--- config.mk ---
export PLATFORM = sky130hd
export DESIGN_NAME = eq_strap_regs
export DESIGN_NICKNAME = d
export VERILOG_FILES = /design/src/verilog/eq_strap_pkg.sv /design/src/verilog/eq_strap_regs.sv
export SDC_FILE = /design/constraint.sdc
export NUM_CORES = 1
export LEC_CHECK = 0
export BUFFER_PORTS_ARGS = -buffer_cell sky130_fd_sc_hd__buf_2
export CAP_MARGIN = 10
export CORE_MARGIN = 5
export CORE_UTILIZATION = 49
export CTS_BUF_LIST = sky130_fd_sc_hd__clkbuf_2 sky130_fd_sc_hd__clkbuf_4 sky130_fd_sc_hd__clkbuf_8
export DETAILED_ROUTE_END_ITERATION = 12
export GPL_TIMING_DRIVEN = 0
export HOLD_SLACK_MARGIN = 0.06
export PLACE_DENSITY = 0.89
export SLEW_MARGIN = 10
export SYNTH_ARGS = -nofsm -noshare
export SYNTH_HDL_FRONTEND = slang
export SYNTH_SLANG_ARGS = --single-unit
--- constraint.sdc ---
create_clock -name sys_clk -period 1.45 [get_ports sys_clk]
set_input_delay 0 -clock sys_clk [delete_from_list [all_inputs] [get_ports sys_clk]]
set_output_delay 0 -clock sys_clk [all_outputs]
set_load 0.1 [all_outputs]
--- src/verilog/eq_strap_pkg.sv ---
/*
 Constants and carrier types for the equalizer test control and strap mode
 status registers. Assumes an 8-bit control bus with 8-bit register addresses.
*/
package eq_strap_pkg;
   localparam logic [7:0] ADDR_EQ_TEST = 8'h35;
   localparam logic [7:0] ADDR_STRAP_STATUS = 8'h37;
   localparam logic [7:0] EQ_TEST_RESET = 8'h00;
   localparam logic [7:0] STRAP_STATUS_RESET = 8'h00;
   localparam int BIT_RESTART = 6;
   localparam int BIT_FLOOR_OVERRIDE = 5;
   localparam int BIT_FLOOR_START = 4;
   localparam int BIT_BC_LATCHED = 7;
   localparam int BIT_OUT_LATCHED = 3;
   localparam logic [7:0] EQ_TEST_WMASK = 8'h70;
   // Back-channel decode meanings (codes 4..7 alias 0..3)
   localparam logic [1:0] BC_5M_STP = 2'h0;
   localparam logic [1:0] BC_5M_COAX = 2'h1;
   localparam logic [1:0] BC_20M_STP = 2'h2;
   localparam logic [1:0] BC_20M_COAX = 2'h3;
   // Output arrangement meanings (codes 4..7 alias 0..3)
   localparam logic [1:0] OUT_DUAL = 2'h0;
   localparam logic [1:0] OUT_DUAL_SWAP = 2'h1;
   localparam logic [1:0] OUT_SINGLE = 2'h2;
   localparam logic [1:0] OUT_REPLICATE = 2'h3;

   typedef struct packed {
      logic restart;
      logic floor_override_enable;
      logic floor_start_select;
   } eq_ctrl_t;

   typedef struct packed {
      logic write;
      logic [7:0] addr;
      logic [7:0] wdata;
   } bus_req_t;

   typedef struct packed {
      logic backchannel_strap_latched;
      logic [2:0] backchannel_strap_decode;
      logic output_strap_latched;
      logic [2:0] output_strap_decode;
   } strap_status_t;
endpackage

--- src/verilog/eq_strap_regs.sv ---
/*
 Equalizer test control register (per receive port) and strap mode status
 register. Assumes a decoded control bus request on sys_clk, and strap decode
 results with done flags from the strap sampler on the same clock.
*/
//Behaviour
//- Setting restart bit 6 restarts equalizer adaptation from its initial value.
//- Restart bit is not self clearing; hardware leaves it as software wrote it.
//- A restart request restarts adaptation on both receive ports.
//- Override enable bit 5 gates the floor-start bit; without it no effect.
//- Override plus floor-start bit 4 starts adaptation from preset floor value.
//- With second port selected, test register writes update the second port.
//- Status bit 7 reads 1 once back-channel strap decode is latched, else 0.
//- Back-channel codes: 5M SHIELDED_TWISTED_PAIR, 5M coax, 20M SHIELDED_TWISTED_PAIR, 20M coax; upper half repeats.
//- Status bit 3 reads 1 once output strap decode is latched, else 0.
//- Output codes: dual, dual swapped, single, replicated; upper half repeats.
//- Port select clear means first port registers are accessed at primary address.
`timescale 1ns/100ps
module eq_strap_regs
(
   input wire logic sys_clk,
   input wire logic sys_rst,
   input wire eq_strap_pkg::bus_req_t bus_req,
   input wire logic second_port_select,
   input wire logic bc_done,
   input wire logic [2:0] bc_code,
   input wire logic out_done,
   input wire logic [2:0] out_code,
   output logic [7:0] rdata,
   output eq_strap_pkg::eq_ctrl_t port0_ctrl,
   output eq_strap_pkg::eq_ctrl_t port1_ctrl,
   output logic restart_adapt,
   output logic port0_floor_start,
   output logic port1_floor_start,
   output logic [1:0] backchannel_mode,
   output logic [1:0] output_mode
);
   logic [7:0] reg0;
   logic [7:0] reg1;
   eq_strap_pkg::strap_status_t status;
   logic wr_eq;
   logic [7:0] next_rdata;

   assign wr_eq = bus_req.write && (bus_req.addr == eq_strap_pkg::ADDR_EQ_TEST);

   // Per-port storage, only defined bits kept
   always_ff @(posedge sys_clk or posedge sys_rst)
   begin
      if (sys_rst)
      begin
         reg0 <= eq_strap_pkg::EQ_TEST_RESET;
         reg1 <= eq_strap_pkg::EQ_TEST_RESET;
      end
      else if (wr_eq)
      begin
         if (second_port_select)
            reg1 <= bus_req.wdata & eq_strap_pkg::EQ_TEST_WMASK;
         else
            reg0 <= bus_req.wdata & eq_strap_pkg::EQ_TEST_WMASK;
      end
   end

   // Status latched from sampler; bus writes never reach it
   always_ff @(posedge sys_clk or posedge sys_rst)
   begin
      if (sys_rst)
         status <= eq_strap_pkg::strap_status_t'(eq_strap_pkg::STRAP_STATUS_RESET);
      else
      begin
         if (bc_done && !status.backchannel_strap_latched)
         begin
            status.backchannel_strap_latched <= 1'b1;
            status.backchannel_strap_decode <= bc_code;
         end
         if (out_done && !status.output_strap_latched)
         begin
            status.output_strap_latched <= 1'b1;
            status.output_strap_decode <= out_code;
         end
      end
   end

   always_comb
   begin
      next_rdata = 8'h00;
      case (bus_req.addr)
         eq_strap_pkg::ADDR_EQ_TEST:
            next_rdata = second_port_select ? reg1 : reg0;
         eq_strap_pkg::ADDR_STRAP_STATUS:
            next_rdata = status;
         default:
            next_rdata = 8'h00;
      endcase
   end

   // Read data one cycle after the address
   always_ff @(posedge sys_clk or posedge sys_rst)
   begin
      if (sys_rst)
         rdata <= 8'h00;
      else
         rdata <= next_rdata;
   end

   // Per-port control images toward the equalizers
   always_ff @(posedge sys_clk or posedge sys_rst)
   begin
      if (sys_rst)
      begin
         port0_ctrl <= '0;
         port1_ctrl <= '0;
      end
      else
      begin
         port0_ctrl <= {reg0[eq_strap_pkg::BIT_RESTART],
            reg0[eq_strap_pkg::BIT_FLOOR_OVERRIDE], reg0[eq_strap_pkg::BIT_FLOOR_START]};
         port1_ctrl <= {reg1[eq_strap_pkg::BIT_RESTART],
            reg1[eq_strap_pkg::BIT_FLOOR_OVERRIDE], reg1[eq_strap_pkg::BIT_FLOOR_START]};
      end
   end

   // Restart level shared by both equalizers
   always_ff @(posedge sys_clk or posedge sys_rst)
   begin
      if (sys_rst)
         restart_adapt <= 1'b0;
      else
         restart_adapt <= reg0[eq_strap_pkg::BIT_RESTART]
            | reg1[eq_strap_pkg::BIT_RESTART];
   end

   // Floor start only where the override is also set
   always_ff @(posedge sys_clk or posedge sys_rst)
   begin
      if (sys_rst)
      begin
         port0_floor_start <= 1'b0;
         port1_floor_start <= 1'b0;
      end
      else
      begin
         port0_floor_start <= reg0[eq_strap_pkg::BIT_FLOOR_OVERRIDE]
            & reg0[eq_strap_pkg::BIT_FLOOR_START];
         port1_floor_start <= reg1[eq_strap_pkg::BIT_FLOOR_OVERRIDE]
            & reg1[eq_strap_pkg::BIT_FLOOR_START];
      end
   end

   // Mode outputs; upper code bit only aliases
   always_ff @(posedge sys_clk or posedge sys_rst)
   begin
      if (sys_rst)
      begin
         backchannel_mode <= 2'h0;
         output_mode <= 2'h0;
      end
      else
      begin
         backchannel_mode <= status.backchannel_strap_decode[1:0];
         output_mode <= status.output_strap_decode[1:0];
      end
   end
endmodule

==> flow_summary.yaml <==
timing:
  worstMarginPinSlew_ns: 0.6844
  fin_skew_ns: 0.008827
  max_freq_mhz: 867.8
  hold_viol_final: 0
  fin_tns_setup_ns: 0
  setup_viol: 0
  whs_ns: 0.1174
  slew_headroom: 0.5431
  min_period_ns: 1.152
  rsz0062_at_grt: "no"
  slew_violations: 0
  min_period_over_period: 0.7948
synthesis:
  ys_types: 17
  yosysWarnings: 0
  postSynthCellCount: 76
  async_reset_ff_frac: 1.000
  synthTopCellsByArea: "dfrtp_1 70%, mux2_2 8.1%, mux2_4 3.6%, and2_1 3.5%, mux2i_1 2.4%"
  synth-edff-count: 0
  syn-cell-area_sq_mm: 0.001259
  yosysMostFrequentCell: "dfrtp_1"
  synthesis.nets: 104
  avgSynthCellArea_sq_um: 16.56
  ys.flop_type: "dfrtp_1"
  synth.ff_latch_count: 35
  synth_area_leader_cell: "dfrtp_1"
  synth_top_area_share: 0.6958
  yosys-top-cells-count: "35 x dfrtp_1, 9 x mux2_2, 7 x and2_1"
  yosysSeqAreaShare: 0.6958
grt:
  grt_usage: 0.1434
  grt_pass1_vias: 803
  grt_first_pass_wirelength_um: 3650
  grt_max_degree: 36
  antenna_found_initial: 0
  grt.overflow.total: 0
clocking:
  postCtsSetupBuffers: 0
  tritoncts: "done"
  root_buffer: "clkbuf_4"
  clk-insertion-delay-late_ns: 0.33
  cts_resized: 0
  ctsLongestPathBuffers: 2
  path_clk_slew_ns: 0.10
  hold_buffers: 12
  cts.sinks: 35
  htree_levels: 2
  numCtsBuffers: 5
setup_path:
  cp-end-kind: "register"
  critPathRequiredTime_ns: 1.67
  ff2ff_setup_slack_ns: 0.30
  cp.depth: 2
  startpoint: "status[7]$_DFFE_PP0P_"
  critPathMaxFanout: 3
  crit_buf_inv: 0
  startpoint_type: "register"
  regToRegEndpoint: "status[6]$_DFFE_PP0P_"
  crit_path_cell_trace: "nor2b_1 -> mux2_2"
  path_delay_family: "flip-flops"
  reg2reg_depth: 2
  arrival_ns: 1.37
  cp-endpoint: "status[6]$_DFFE_PP0P_"
  worstSetupPathType: "reg2reg"
  max_stage_delay_ns: 0.40
  r2r_start: "status[7]$_DFFE_PP0P_"
  cp_slowest_cell: "dfrtp_1"
die:
  num_io_pins: 49
  start_util: 0.5081
  core_area_sq_mm: 0.002477
  fp-row-count: 18
  dieHeight_um: 60.69
  dieArea_sq_mm: 0.003683
  die_w_um: 60.69
drt:
  drc: 0
  totalWireLength_um: 2339
  drt_iter0_markers: 5
  via_per_inst: 4.720
  postRouteAntennaNets: 0
  first_pass_iters: 4
  route.detailed.wl_per_inst_um: 13.92
  vias: 793
place:
  dp_hpwl_um: 1692
  dp_cells: 148
  gp_congestion: 0.7349
  port_buffers: 42
cells_and_area:
  seqCellArea_sq_um: 875.8
  fin_nets: 165
  fillers: 188
  final_layout_size_suffix_gt1_frac: 0.5145
  utilization: 0.6778
  n_antenna_cell: 0
  instances_no_fill: 168
  area_growth_pct: 33.40
  multi_input_area_sq_um: 370.4
run_status:
  status: "complete, no violations"
pwr:
  leakage_nw: 0.8803
  max-vdd-ir-drop_mv: 0.8694
  pwr_density_cell_mw_per_mm2: 1083
run:
  max_cap_viol_count: 0
hold_path:
  hold_class: "in2reg"
[power by group]
part / leakage, nW / switching [mW] / internal (mW)
clock: 0.0347 / 0.311 / 0.180
sequential: 0.461 / 0.0196 / 1.02
combinational: 0.384 / 0.205 / 0.0843
[per-layer routing]
| metal | vias up | track usage | routed length (um) |
|---|---|---|---|
| met2 | 33 | 0.2305 | 1191 |
| met4 | 0 | 0.09288 | 61 |
| met3 | 6 | 0.03404 | 169 |
| met5 | - | 0 | 0 |
| li1 | 378 | - | - |
| met1 | 376 | 0.1726 | 915 |
[worst min-delay path by stage]
stage / from / to / slack [ns] / cells past startpoint
after floorplan: out_done / status[3]$_DFFE_PP0P_ / 0.11 / 1
after global placement: bc_done / status[7]$_DFFE_PP0P_ / 0.20 / 2
after detailed placement: bc_done / status[7]$_DFFE_PP0P_ / 0.21 / 2
after CTS: second_port_select / rdata[4]$_DFF_PP0_ / 0.1 / 3
after global routing: second_port_select / rdata[4]$_DFF_PP0_ / 0.11 / 3
final: second_port_select / rdata[4]$_DFF_PP0_ / 0.12 / 3
[sequential cells by signal, indices dropped and copies added, names as in the netlist]
name and count:
rdata 8, reg0 3, port0_ctrl 3, port1_ctrl 3, output_mode 2, backchannel_mode 2
port0_floor_start 1, restart_adapt 1, status 8, reg1 3, port1_floor_start 1
[kinds of logic after synthesis]
kind of cell	Yosys count	share of synthesized area
AO/OA/AOI/OAI	3	0.02088
buffers and inverters	3	0.009939
multiplexers	15	0.1402
flip-flops	35	0.6958
AND/OR/NAND/NOR	20	0.1332
[final cells by class]
class / count / area share
Tap cell: 30 / 0.02235
Buffer: 1 / 0.002981
Clock buffer: 5 / 0.02235
Timing Repair Buffer: 54 / 0.1967
Inverter: 2 / 0.004471
Sequential cell: 35 / 0.5216
Clock inverter: 3 / 0.008942
Multi-Input combinational cell: 38 / 0.2206
[layout by cell type, fill, tap and decap left out]
| cell | instances |
|---|---|
| nand4bb_4 | 1 |
| nor4_4 | 1 |
| nand2_1 | 1 |
| mux2i_1 | 3 |
| mux2_2 | 9 |
| nor2b_1 | 2 |
| clkbuf_4 | 5 |
| dlygate4sd3_1 | 12 |
| o2bb2ai_1 | 3 |
| inv_2 | 1 |
| buf_2 | 43 |
| nor3_2 | 1 |
| and2_1 | 7 |
| nand4bb_1 | 1 |
| clkinv_2 | 3 |
| dfrtp_1 | 35 |
| nor2_1 | 1 |
| or2_2 | 4 |
| mux2_4 | 3 |
| inv_1 | 1 |
| nand4b_1 | 1 |
[tightest hold or removal path, delay by kind of cell]
family / cells / cell delay, ns
buf+inv: 1 / 0.15
compound gates: 1 / 0.09
mux: 1 / 0.16
[through the flow]
step                      setup slack, ns  total power, mW  area (sq um)
final                              0.2976            1.818          1679
after global routing               0.2533            1.887          1679
after CTS                         0.08568            1.832          1679
after detailed placement           0.2210            1.323          1506
after global placement             0.2482            1.314          1506
after floorplan                    0.4237            1.254          1259
Power figures use the tool's default switching activity.
